[config.mk]
export PLATFORM = sky130hd
export DESIGN_NAME = slc_regs
export DESIGN_NICKNAME = d
export VERILOG_FILES = /design/src/hw/slc_pkg.sv /design/src/hw/slc_regs.sv /design/src/hw/slc_pin_sync.sv /design/src/hw/slc_timer.sv
export SDC_FILE = /design/constraint.sdc
export NUM_CORES = 1
export LEC_CHECK = 0
export BUFFER_PORTS_ARGS = -buffer_cell sky130_fd_sc_hd__buf_2
export CORE_ASPECT_RATIO = 1.5
export CORE_MARGIN = 5
export CORE_UTILIZATION = 49
export CTS_CLUSTER_SIZE = 28
export DETAILED_ROUTE_END_ITERATION = 10
export PLACE_DENSITY = 0.73
export SLEW_MARGIN = 20
export SYNTH_ARGS = -nofsm -noshare
export SYNTH_HDL_FRONTEND = slang
export SYNTH_SLANG_ARGS = --single-unit
[constraint.sdc]
create_clock -name pclk -period 2.7 [get_ports pclk]
set_clock_uncertainty 0.15 [all_clocks]
set_input_delay 0.27 -clock pclk [delete_from_list [all_inputs] [get_ports pclk]]
set_output_delay 0.27 -clock pclk [all_outputs]
set_load 0.02 [all_outputs]
[src/hw/slc_pkg.sv]
/*
 * Shared constants and carrier types for the serializer link control
 * register bank: register indices, field positions, reset values,
 * interval codes and timing counts.
 * Assumes a single 50 MHz APB clock.
 */
package slc_pkg;

    // Clock
    localparam int unsigned CLK_NS          = 20;

    // Register indices; byte address is four times the index
    localparam logic [9:0]  MODCAL_IDX      = 10'h003;
    localparam logic [9:0]  LINKCTL_IDX     = 10'h004;
    localparam int unsigned ADDR_W          = 12;

    // Field positions, modulation calibration register
    localparam int unsigned MC_INTERVAL_LSB = 6;
    localparam int unsigned MC_DIVIDER_LSB  = 0;

    // Field positions, link and channel control register
    localparam int unsigned LC_SERIAL_BIT   = 7;
    localparam int unsigned LC_CONFIG_BIT   = 6;
    localparam int unsigned LC_PRBS_BIT     = 5;
    localparam int unsigned LC_SLEEP_BIT    = 4;
    localparam int unsigned LC_IFTYPE_LSB   = 2;
    localparam int unsigned LC_REV_BIT      = 1;
    localparam int unsigned LC_FWD_BIT      = 0;

    // Reset values before the strap pins are applied
    localparam logic [7:0]  MODCAL_RST      = 8'h00;
    localparam logic [7:0]  LINKCTL_RST     = 8'h03;

    // Peripheral interface type codes; 10 and 11 disable it
    localparam logic [1:0]  IFTYPE_I2C      = 2'h0;
    localparam logic [1:0]  IFTYPE_UART     = 2'h1;

    // Recalibration interval codes and their periods in ms
    localparam logic [1:0]  RECAL_ONCE      = 2'h0;
    localparam logic [1:0]  RECAL_2MS       = 2'h1;
    localparam logic [1:0]  RECAL_16MS      = 2'h2;
    localparam logic [1:0]  RECAL_256MS     = 2'h3;
    localparam int unsigned RECAL_2MS_MS    = 2;
    localparam int unsigned RECAL_16MS_MS   = 16;
    localparam int unsigned RECAL_256MS_MS  = 256;
    localparam int unsigned RECAL_W         = 9;

    // Reverse channel blackout after a serial link start or stop
    localparam int unsigned HOLDOFF_US      = 350;
    localparam int unsigned HOLDOFF_CYC     = (HOLDOFF_US * 1000 + CLK_NS - 1) / CLK_NS;
    localparam int unsigned MS_CYC          = 1000000 / CLK_NS;

    // Cycles after reset release before the straps are trusted
    localparam logic [2:0]  STRAP_SETTLE    = 3'h5;

    typedef struct packed {
        logic              psel;
        logic              penable;
        logic              pwrite;
        logic [ADDR_W-1:0] paddr;
        logic [31:0]       pwdata;
        logic [3:0]        pstrb;
    } slc_apb_req_t;

    typedef struct packed {
        logic        pready;
        logic [31:0] prdata;
        logic        pslverr;
    } slc_apb_rsp_t;

    typedef struct packed {
        logic [1:0] interval;
        logic [5:0] divider;
    } slc_modcal_t;

    typedef struct packed {
        logic       serial_link_enable;
        logic       config_link_enable;
        logic       prbs_test_enable;
        logic       sleep;
        logic [1:0] peripheral_if_type;
        logic       reverse_channel_enable;
        logic       forward_channel_enable;
    } slc_linkctl_t;

    typedef struct packed {
        logic       serial_link_enable;
        logic       config_link_enable;
        logic       prbs_test_enable;
        logic       sleep;
        logic       periph_i2c_enable;
        logic       periph_uart_enable;
        logic       reverse_channel_enable;
        logic       forward_channel_enable;
        logic       sawtooth_autocal;
        logic [5:0] sawtooth_divider;
        logic       modulation_recal;
    } slc_ctl_t;

endpackage

[src/hw/slc_regs.sv]
/*
 * APB register bank for the serializer link control: spread modulation
 * calibration and link/channel control, with strap capture, reverse
 * channel blackout and modulation recalibration pulses.
 * Assumes an APB master on pclk, a lock level from same-clock logic and
 * asynchronous strap pins.
 */
// The APB register port is this design's own decision.
module slc_regs
    import slc_pkg::*;
#(
    parameter int unsigned HOLDOFF_CYCLES = HOLDOFF_CYC,
    parameter int unsigned MS_CYCLES      = MS_CYC
) (
    input  wire logic         pclk,
    input  wire logic         presetn,
    input  wire slc_apb_req_t apb_i,
    output slc_apb_rsp_t      apb_o,
    input  wire logic         auto_start_pin,
    input  wire logic         control_direction_pin,
    input  wire logic         pll_locked,
    output slc_ctl_t          ctl_o
);

    localparam int unsigned HOLD_W = $clog2(HOLDOFF_CYCLES + 1);
    localparam int unsigned MS_W   = $clog2(MS_CYCLES + 1);

    if (HOLDOFF_CYCLES < 1 || MS_CYCLES < 2) begin : g_param_check
        $error("slc_regs: timing parameters too small");
    end

    typedef enum logic [1:0] {
        ST_STRAP = 2'b01,
        ST_RUN   = 2'b10
    } slc_fsm_t;

    typedef struct packed {
        slc_fsm_t     fsm;
        logic [2:0]   strap_cnt;
        slc_modcal_t  modcal;
        slc_linkctl_t linkctl;
        logic [31:0]  prdata;
        logic         pslverr;
        logic [MS_W-1:0] ms_cnt;
        logic         ms_tick;
        logic         lock_q;
        slc_ctl_t     ctl;
    } slc_state_t;

    localparam slc_state_t STATE_RST = '{
        fsm:       ST_STRAP,
        strap_cnt: 3'h0,
        modcal:    MODCAL_RST,
        linkctl:   LINKCTL_RST,
        prdata:    32'h0000_0000,
        pslverr:   1'b0,
        ms_cnt:    '0,
        ms_tick:   1'b0,
        lock_q:    1'b0,
        ctl:       '0
    };

    slc_state_t s_q;
    slc_state_t s_d;

    logic [1:0]         straps;
    logic               holdoff_load;
    logic               holdoff_busy;
    logic               recal_load;
    logic               recal_clear;
    logic [RECAL_W-1:0] recal_val;
    logic               recal_busy;
    logic               recal_done;

    // Strap pins come from outside the clock domain
    slc_pin_sync #(
        .W (2)
    ) u_strap_sync (
        .pclk    (pclk),
        .presetn (presetn),
        .pin     ({control_direction_pin, auto_start_pin}),
        .level   (straps)
    );

    // Reverse channel blackout counter, one count per clock
    slc_timer #(
        .W (HOLD_W)
    ) u_holdoff (
        .pclk     (pclk),
        .presetn  (presetn),
        .clear    (1'b0),
        .load     (holdoff_load),
        .load_val (HOLD_W'(HOLDOFF_CYCLES)),
        .tick     (1'b1),
        .busy     (holdoff_busy),
        .done     ()
    );

    // Recalibration period counter, one count per millisecond
    slc_timer #(
        .W (RECAL_W)
    ) u_recal (
        .pclk     (pclk),
        .presetn  (presetn),
        .clear    (recal_clear),
        .load     (recal_load),
        .load_val (recal_val),
        .tick     (s_q.ms_tick),
        .busy     (recal_busy),
        .done     (recal_done)
    );

    function automatic logic [RECAL_W-1:0] recal_period(input logic [1:0] code);
        logic [RECAL_W-1:0] p;
        p = '0;
        unique case (code)
            RECAL_2MS:   p = RECAL_W'(RECAL_2MS_MS);
            RECAL_16MS:  p = RECAL_W'(RECAL_16MS_MS);
            RECAL_256MS: p = RECAL_W'(RECAL_256MS_MS);
            RECAL_ONCE:  p = '0;
        endcase
        return p;
    endfunction

    logic        setup_ph;
    logic        access_ph;
    logic        hit_modcal;
    logic        hit_linkctl;
    logic        wr_en;
    logic        lock_rise;
    logic [7:0]  wbyte;

    always_comb begin
        s_d          = s_q;
        holdoff_load = 1'b0;
        recal_load   = 1'b0;
        recal_clear  = 1'b0;
        recal_val    = recal_period(s_q.modcal.interval);

        setup_ph    = apb_i.psel && !apb_i.penable;
        access_ph   = apb_i.psel && apb_i.penable;
        hit_modcal  = (apb_i.paddr[ADDR_W-1:2] == MODCAL_IDX);
        hit_linkctl = (apb_i.paddr[ADDR_W-1:2] == LINKCTL_IDX);
        wbyte       = apb_i.pwdata[7:0];
        wr_en       = access_ph && apb_i.pwrite && apb_i.pstrb[0]
                      && (s_q.fsm == ST_RUN);
        lock_rise   = pll_locked && !s_q.lock_q;

        unique case (s_q.fsm)
            ST_STRAP: begin
                // Wait for the synchroniser before trusting the pins
                if (s_q.strap_cnt == STRAP_SETTLE) begin
                    s_d.fsm = ST_RUN;
                    s_d.linkctl.serial_link_enable = !straps[0];
                    s_d.linkctl.sleep = straps[0] && !straps[1];
                end else begin
                    s_d.strap_cnt = s_q.strap_cnt + 3'h1;
                end
            end
            ST_RUN: begin
                if (wr_en && hit_modcal) begin
                    s_d.modcal = wbyte;
                end
                if (wr_en && hit_linkctl) begin
                    s_d.linkctl = wbyte;
                end
            end
            default: begin
                s_d.fsm = ST_STRAP;
            end
        endcase

        // Reload while stretched by the strap wait too, so the first read sees captured values
        if (setup_ph || (apb_i.psel && s_q.fsm != ST_RUN)) begin
            s_d.prdata  = 32'h0000_0000;
            s_d.pslverr = !(hit_modcal || hit_linkctl);
            if (hit_modcal) begin
                s_d.prdata[7:0] = s_d.modcal;
            end
            if (hit_linkctl) begin
                s_d.prdata[7:0] = s_d.linkctl;
            end
        end

        // Any start or stop of the link restarts the blackout
        holdoff_load = (s_d.linkctl.serial_link_enable
                        != s_q.linkctl.serial_link_enable);

        // Millisecond enable runs only while locked
        s_d.ms_tick = 1'b0;
        if (pll_locked) begin
            if (s_q.ms_cnt == MS_W'(MS_CYCLES - 1)) begin
                s_d.ms_cnt  = '0;
                s_d.ms_tick = 1'b1;
            end else begin
                s_d.ms_cnt = s_q.ms_cnt + MS_W'(1);
            end
        end else begin
            s_d.ms_cnt = '0;
        end
        s_d.lock_q = pll_locked;

        // Calibrate at lock, then repeat at the chosen period
        recal_val = recal_period(s_d.modcal.interval);
        // Once-only mode drops a pending period so no late pulse follows
        if (!pll_locked || s_d.modcal.interval == RECAL_ONCE) begin
            recal_clear = 1'b1;
        end else begin
            // A new interval takes effect at once rather than after the old period
            recal_load = lock_rise || recal_done
                         || (s_d.modcal.interval != s_q.modcal.interval);
        end

        s_d.ctl.serial_link_enable     = s_d.linkctl.serial_link_enable;
        s_d.ctl.config_link_enable     = s_d.linkctl.config_link_enable;
        s_d.ctl.prbs_test_enable       = s_d.linkctl.prbs_test_enable;
        s_d.ctl.sleep                  = s_d.linkctl.sleep;
        s_d.ctl.periph_i2c_enable      = (s_d.linkctl.peripheral_if_type
                                          == IFTYPE_I2C);
        s_d.ctl.periph_uart_enable     = (s_d.linkctl.peripheral_if_type
                                          == IFTYPE_UART);
        // Gate on the load too, so no cycle slips through before busy rises
        s_d.ctl.reverse_channel_enable = s_d.linkctl.reverse_channel_enable
                                         && !holdoff_busy
                                         && !holdoff_load;
        s_d.ctl.forward_channel_enable = s_d.linkctl.forward_channel_enable;
        s_d.ctl.sawtooth_autocal       = (s_d.modcal.divider == 6'h00);
        s_d.ctl.sawtooth_divider       = s_d.modcal.divider;
        s_d.ctl.modulation_recal       = pll_locked && (lock_rise || (recal_done && !recal_clear));
    end

    always_ff @(posedge pclk or negedge presetn) begin
        if (!presetn) begin
            s_q <= STATE_RST;
        end else begin
            s_q <= s_d;
        end
    end

    // Ready is held low while straps settle, stretching the first access
    assign apb_o.pready  = (s_q.fsm == ST_RUN);
    assign apb_o.prdata  = s_q.prdata;
    assign apb_o.pslverr = s_q.pslverr && apb_i.psel && apb_i.penable;
    assign ctl_o         = s_q.ctl;

endmodule // slc_regs

[src/hw/slc_pin_sync.sv]
/*
 * Three-stage synchroniser for asynchronous pins. The output follows
 * once the second and third stages agree.
 * Assumes pins are static or slow compared with pclk.
 */
module slc_pin_sync #(
    parameter int unsigned W = 1
) (
    input  wire logic         pclk,
    input  wire logic         presetn,
    input  wire logic [W-1:0] pin,
    output logic      [W-1:0] level
);
    typedef struct packed {
        logic [W-1:0] s1;
        logic [W-1:0] s2;
        logic [W-1:0] s3;
        logic [W-1:0] val;
    } slc_sync_st_t;

    slc_sync_st_t s_q;
    slc_sync_st_t s_d;

    always_comb begin
        s_d    = s_q;
        s_d.s1 = pin;
        s_d.s2 = s_q.s1;
        s_d.s3 = s_q.s2;
        for (int i = 0; i < W; i++) begin
            if (s_q.s2[i] == s_q.s3[i]) begin
                s_d.val[i] = s_q.s3[i];
            end
        end
    end

    always_ff @(posedge pclk or negedge presetn) begin
        if (!presetn) begin
            s_q <= '0;
        end else begin
            s_q <= s_d;
        end
    end

    assign level = s_q.val;
endmodule // slc_pin_sync

[src/hw/slc_timer.sv]
/*
 * Loadable down counter. Counts on tick, pulses done on the tick that
 * reaches zero. Clear wins over load.
 * Assumes tick is a one-cycle enable on pclk.
 */
module slc_timer #(
    parameter int unsigned W = 8
) (
    input  wire logic         pclk,
    input  wire logic         presetn,
    input  wire logic         clear,
    input  wire logic         load,
    input  wire logic [W-1:0] load_val,
    input  wire logic         tick,
    output logic              busy,
    output logic              done
);
    typedef struct packed {
        logic [W-1:0] cnt;
        logic         done;
    } slc_tmr_st_t;

    slc_tmr_st_t s_q;
    slc_tmr_st_t s_d;

    always_comb begin
        s_d      = s_q;
        s_d.done = 1'b0;
        if (clear) begin
            s_d.cnt = '0;
        end else if (load) begin
            s_d.cnt = load_val;
        end else if (tick && s_q.cnt != '0) begin
            s_d.cnt  = s_q.cnt - W'(1);
            s_d.done = (s_q.cnt == W'(1));
        end
    end

    always_ff @(posedge pclk or negedge presetn) begin
        if (!presetn) begin
            s_q <= '0;
        end else begin
            s_q <= s_d;
        end
    end

    assign busy = (s_q.cnt != '0);
    assign done = s_q.done;
endmodule // slc_timer

==> results of run 1 <==
==> path summary, 6_finish.rpt <==
kind	startpoint	to	slack, ns	cells past startpoint
setup / recovery	s_q[86]$_DFFE_PN1P_	ctl_o[7]$_DFF_PN0_	0.25	7
hold / removal	apb_i[9]	ctl_o[13]$_DFF_PN0_	0.02	3
setup reg to reg	s_q[86]$_DFFE_PN1P_	ctl_o[7]$_DFF_PN0_	0.25	7
hold reg to reg	u_strap_sync.s_d[5]$_DFF_PN0_	u_strap_sync.s_d[3]$_DFF_PN0_	0.20	0
max in group asynchronous	presetn	u_recal.s_q[4]$_DFFE_PN0P_	1.68	3
min in group asynchronous	presetn	apb_o[6]$_DFFE_PN0P_	0.37	3
==> layout make-up <==
class	instances	area [µm²]	area share, %
clock buffers	12	246.5	4.773
clock inverters	4	45.04	0.8723
inverters	17	63.81	1.236
multi-input cells	344	2047	39.64
flip-flops and latches	87	2181	42.23
well taps	112	140.1	2.714
repair buffers	71	440.4	8.529
==> logic make-up after synthesis <==
logic type	Yosys count
other cells	1
compound gates	61
xor+xnor	30
mux	6
flops	87
fa+ha+maj	10
buf+inv	74
simple gates	213
==> power breakdown <==
| part | internal [mW] | switching (mW) | total (mW) |
|---|---|---|---|
| logic | 0.119 | 0.196 | 0.316 |
| clock network | 0.738 | 0.472 | 1.21 |
| registers | 1.37 | 0.0606 | 1.43 |
==> metrics by stage <==
step	hold slack, ns	power [mW]	cells	area (µm²)	util [%]
after global placement	0.1842	1.753	627	4832	52.22
final	0.01504	2.954	647	5164	55.80
after global routing	0.00001910	3.094	647	5164	55.80
after CTS	0.002013	2.987	647	5164	55.80
after floorplan	-0.1756	1.688	505	4698	-
after detailed placement	0.1864	1.763	627	4832	52.22
==> routing by layer <==
layer | track usage, % | vias to the layer above | share of wire, %
met1 | 20.87 | 1741 | 40
li1 | - | 1687 | -
met2 | 30.96 | 86 | 53
met5 | 0 | - | 0
met4 | 7.625 | 0 | 2.1
met3 | 3.267 | 15 | 5.1
==> placed cells by master, fill, tap and decap left out, types with 4 or more instances in the layout <==
cell           Yosys  layout
buf_2              3      51
nand2_1           57      57
dfrtp_1           84      84
o31ai_1            4       4
nand4_1            6       6
or3_1              5       5
a21oi_1            9       9
nor3_1            11      11
nand3_1           10      10
and3_1             6       6
o211ai_1           7       7
xor2_1            10      10
or4_1              8       8
buf_4             48      14
conb_1             1      24
clkbuf_16          0       9
xnor2_1           20      20
mux2i_1            5       5
nor3b_1            5       5
a31oi_1            4       4
a221oi_1           6       6
and2_1             7       7
inv_1             17      17
nand4b_1           4       4
nor2_1            65      65
or2_2              5       5
ha_1               8       8
nor4_1             8       8
dlygate4sd3_1      0       4
nand2b_1           5       5
o21ai_0           11      11
==> flip-flops by register name, summed over array words and instances (netlist names) <==
| register | count |
|---|---|
| apb_o | 8 |
| u_strap_sync.s_q | 2 |
| s_q | 30 |
| u_strap_sync.s_d | 4 |
| u_recal.done | 1 |
| u_holdoff.s_q | 15 |
| u_strap_sync.level | 2 |
| ctl_o | 16 |
| u_recal.s_q | 9 |
==> critical path: stages, from the launching register on <==
cell	delay [ns]
dfstp_2	0.37
inv_1	0.07
ha_1	0.23
nand4_1	0.15
or4_4	0.67
mux2_2	0.34
nand3b_4	0.17
nor4_2	0.21
==> results.py, run 1 <==
metrics = {
    "status": {
        "status": "complete, no violations",
    },
    "synthesis": {
        "synth_area_leader_cell": "dfrtp_1",
        "synth_top_area_share_pct": 45.59,
        "ys_warn_count": 0,
        "synth_ff_type": "dfrtp_1",
        "synth_area_um2": 4611,
        "synthXorXnorAreaFrac_pct": 5.699,
        "synth_adder_area_share_pct": 2.605,
        "seq_area_frac_synth_pct": 47.30,
        "synth_top_family_by_area": "simple AND/OR/NAND/NOR gates",
        "synthMuxAreaShare_pct": 1.330,
        "ys_types": 56,
        "synthMostInstantiatedCell": "dfrtp_1",
        "synth-seq-cells": 87,
        "synthTopCellsByCount": "dfrtp_1 (84), nor2_1 (65), nand2_1 (57)",
        "async_reset_ff_share_pct": 100.0,
        "synth_edf_count": 0,
        "synth_cells": 482,
        "ys_top_cells_by_area": "dfrtp_1 (46%), buf_4 (7.8%), nor2_1 (5.3%), nand2_1 (4.6%), xnor2_1 (3.8%)",
        "syn_avg_cell_area_um2": 9.566,
        "synthSimpleGateAreaFrac_pct": 23.15,
        "synth_compound_area_share_pct": 9.661,
    },
    "layout": {
        "n_fill_cell": 840,
        "n_antenna_cell": 0,
        "syn_to_final_growth_pct": 11.99,
        "nets": 594,
        "final_layout_size_suffix_gt1_share_pct": 18.32,
    },
    "drt": {
        "wire_per_inst_um": 14.62,
        "detail-route-antenna-nets": 0,
        "vias": 3529,
        "routed_wl_mm": 9.462,
        "vias_per_cell": 5.454,
        "drtIter0Drc": 162,
        "first_pass_iters": 4,
        "drc_errors": 0,
    },
    "floorplan": {
        "die_h_um": 128.8,
        "core_area_um2": 9254,
        "rows": 43,
        "die_w_um": 89.20,
        "start_util_pct": 49.82,
        "pin_count": 106,
        "dieArea_um2": 11490,
    },
    "cts": {
        "cts_resized": 0,
        "root_buffer": "clkbuf_16",
        "clock_sinks": 87,
        "holdBufCountCts": 4,
        "postCtsSetupBuffers": 0,
        "cts.clk_slew.worst_paths_ns": 0.06,
        "clock_path_buffers": 2,
        "cts_tree": "built",
        "clock_latency_ns": 0.33,
        "cts.htree.levels": 3,
        "numCtsBuffers": 9,
    },
    "sta": {
        "tightestPinTransition_ns": 0.6575,
        "fmax_mhz": 407.5,
        "period_minus_slack_ns": 2.454,
        "layout_setup_ws_ns": 0.2459,
        "slew_viol_final": 0,
        "period_share_pct": 90.89,
        "setup_viol": 0,
        "tns_ns": 0,
        "rsz0062_at_grt": "false",
        "slew_headroom_pct": 55.76,
        "finalHoldViolations": 0,
    },
    "global_routing": {
        "track_usage_pct": 17.74,
        "grt_start_max_net_pins": 88,
        "grt_pass1_wl_mm": 16.21,
        "antenna_found_initial": 0,
        "gr-total-overflow": 0,
        "grt_pass1_vias": 3486,
    },
    "placed_design": {
        "hpwl_mm": 6.817,
        "place_ws_ns": 0.09830,
        "gp_congestion": 0.8994,
        "port_buffers": 52,
    },
    "setup_path": {
        "cp.required_ns": 2.79,
        "critPathMaxFanout": 11,
        "cp-start-kind": "flip-flop",
        "worstPathArrival_ns": 2.54,
        "crit_type": "reg -> reg",
        "worst_setup_path_end_kind": "flip-flop",
    },
    "pwr": {
        "irDropWorstVdd_v": 0.0004279,
        "p_leak_nw": 2.452,
        "pwr_density_cell_nw_per_um2": 572.0,
    },
    "worst_hold_path": {
        "hold_class": "in -> reg",
    },
    "flow_run": {
        "max_cap_violations": 0,
    },
}
No activity file was read; power rests on OpenSTA's default activity.
==> run 2, diff against run 1 <==
--- a/config.mk
+++ b/config.mk
@@ -11,6 +11,7 @@
 export CORE_UTILIZATION = 49
 export CTS_CLUSTER_SIZE = 28
 export DETAILED_ROUTE_END_ITERATION = 10
+export MAX_ROUTING_LAYER = met4
 export PLACE_DENSITY = 0.73
 export SLEW_MARGIN = 20
 export SYNTH_ARGS = -nofsm -noshare
==> constraint.sdc (replaced) <==
create_clock -name pclk -period 2.7 [get_ports pclk]
set_clock_uncertainty 0.15 [all_clocks]
set_input_delay 0.27 -clock pclk [delete_from_list [all_inputs] [get_ports pclk]]
set_output_delay 0.27 -clock pclk [all_outputs]
set_load 0.01 [all_outputs]
==> run 2 against run 1 <==
Effect of this change:
- die area unchanged
- critical endpoint unchanged
- sequential power about the same
- setup slack worse by 0.013 ns
- first-iteration DRC count up 8.6%
- maximum frequency decreased by 0.54%
- combinational power decreased by 8.9%
- non-clock buffer count grew 1
- largest cell class unchanged
- register-to-register slack about the same
==> results.py, run 2 (same netlist as run 1, synthesis figures left out) <==
metrics = {
    "floorplan": {
        "rows": 43,
        "die_w_um": 89.20,
        "core_area_um2": 9254,
        "start_util_pct": 49.82,
        "dieArea_um2": 11490,
        "die_h_um": 128.8,
        "pin_count": 106,
    },
    "flow_run": {
        "max_cap_violations": 0,
    },
    "worst_hold_path": {
        "hold_class": "in -> reg",
        "hold_end": "s_q[67]$_DFF_PN1_",
        "hold_depth": 3,
        "hold_start": "apb_i[4]",
    },
    "cts": {
        "cts_resized": 0,
        "clock_sinks": 87,
        "numCtsBuffers": 9,
        "cts.clk_slew.worst_paths_ns": 0.06,
        "cts.htree.levels": 3,
        "root_buffer": "clkbuf_16",
        "postCtsSetupBuffers": 0,
        "cts_tree": "built",
        "clock_path_buffers": 2,
        "clock_latency_ns": 0.33,
    },
    "placed_design": {
        "gp_congestion": 0.9284,
        "placed_cells": 627,
        "hpwl_mm": 6.687,
        "place_ws_ns": 0.08756,
        "port_buffers": 52,
    },
    "global_routing": {
        "gr-usage-met3_pct": 2.242,
        "grt_pass1_vias": 3391,
        "use_met2_pct": 29.87,
        "antenna_found_initial": 0,
        "use_met1_pct": 21.11,
        "grt_pass1_wl_mm": 15.72,
        "gr-total-overflow": 0,
        "busiest_layer": "met2",
        "track_usage_pct": 17.83,
        "grt_start_max_net_pins": 88,
    },
    "drt": {
        "vias_per_cell": 5.423,
        "detail-route-antenna-nets": 0,
        "first_pass_iters": 4,
        "routed_wl_mm": 9.222,
        "vias": 3509,
        "wire_per_inst_um": 14.25,
        "drc_errors": 0,
        "drtIter0Drc": 176,
    },
    "setup_path": {
        "crit_type": "reg -> reg",
        "cp.required_ns": 2.79,
        "max_stage_delay_ns": 0.67,
        "rr_endpoint": "ctl_o[7]$_DFF_PN0_",
        "worstPathArrival_ns": 2.56,
        "crit_family": "simple AND/OR/NAND/NOR gates",
        "worst_setup_path_end_kind": "flip-flop",
        "rrSetupSlack_ns": 0.23,
        "path_cells": "inv_1, ha_1, nand4_1, or4_4, mux2_2, nand3b_4, nor4_2",
        "critPathMaxFanout": 8,
        "cp_slowest_cell": "or4_4",
        "reg2reg_from": "s_q[86]$_DFFE_PN1P_",
        "cp-start-kind": "flip-flop",
        "reg2reg_depth": 7,
        "crit_buf_inv": 1,
    },
    "layout": {
        "largest-register": "s_q",
        "layout_commonest_cell": "dfrtp_1",
        "final_layout_size_suffix_gt1_share_pct": 17.94,
        "final_cells": 647,
        "syn_to_final_growth_pct": 11.72,
        "n_antenna_cell": 0,
        "n_fill_cell": 815,
        "largest_reg_flops": 30,
        "mostFrequentLayoutCells": "dfrtp_1 (84), nor2_1 (65), nand2_1 (57)",
        "nets": 595,
    },
    "pwr": {
        "pwr_density_cell_nw_per_um2": 552.5,
        "finalPower_mw": 2.846,
        "p_leak_nw": 2.443,
        "irDropWorstVdd_v": 0.0004093,
    },
    "sta": {
        "finalHoldViolations": 0,
        "layout_setup_ws_ns": 0.2326,
        "slew_headroom_pct": 53.89,
        "slew_viol_final": 0,
        "tns_ns": 0,
        "fmax_mhz": 405.3,
        "setup_viol": 0,
        "period_share_pct": 91.39,
        "rsz0062_at_grt": "false",
        "tightestPinTransition_ns": 0.6854,
        "period_minus_slack_ns": 2.467,
    },
    "status": {
        "status": "complete, no violations",
    },
}
[run 2: cell count changes in the layout (fill, tap and decap cells not counted)]
cell,delta
clkinv_2,-2
clkbuf_8,+1
bufinv_16,-1
clkbuf_1,+1
dlygate4sd3_1,+1
[run 2: what timing repair did]
action / CTS / global route
hold buffers: 5 / 0
endpoints found under the hold margin: 88 / 0
setup endpoints to repair: 0 / 0
[run 2: worst register-to-register path, cell delays in order (launching register included)]
cell and delay, ns:
dfstp_2 0.37, inv_1 0.07, ha_1 0.23, nand4_1 0.21, or4_4 0.67, mux2_2 0.33, nand3b_4 0.16, nor4_2 0.19
[run 2: worst max path at each step]
stage	from	to	slack, ns	cells after the start
2_1_floorplan	s_q[86]$_DFFE_PN1P_	u_recal.s_q[5]$_DFFE_PN0P_	0.05	9
3_3_place_gp	apb_i[47]	u_holdoff.s_q[12]$_DFFE_PN0P_	0.13	7
3_5_place_dp	apb_i[47]	apb_o[8]$_DFFE_PN0P_	0.09	7
4_1_cts	s_q[86]$_DFFE_PN1P_	ctl_o[7]$_DFF_PN0_	0.21	7
5_1_grt	s_q[86]$_DFFE_PN1P_	ctl_o[7]$_DFF_PN0_	0.12	7
6_report	s_q[86]$_DFFE_PN1P_	ctl_o[7]$_DFF_PN0_	0.23	7
[run 2: final cells by class]
type	instances	area, µm²	share of cell area [%]
Tap cell	112	140.1	2.720
Clock buffer	14	264.0	5.125
Clock inverter	1	5.005	0.09716
Multi-Input combinational cell	344	2047	39.74
Sequential cell	87	2181	42.34
Timing Repair Buffer	72	450.4	8.744
Inverter	17	63.81	1.239
[run 2: power by group]
group / switching [mW] / internal (mW)
sequential: 0.0598 / 1.37
combinational: 0.169 / 0.120
clock: 0.462 / 0.668
[run 2: routing by layer]
metal	vias up	share of wire, %
li1	1688	-
met1	1741	40
met2	69	54
met3	11	4.1
met4	0	1.7
met5	-	0
[run 2: through the flow]
step                      utilization, %  area, µm²  hold WS (ns)
after global placement             52.22       4832        0.1845
after global routing               55.67       5151       0.03774
after detailed placement           52.22       4832        0.1858
after floorplan                        -       4697       -0.1756
final                              55.67       5151       0.01299
after CTS                          55.67       5151      0.004527
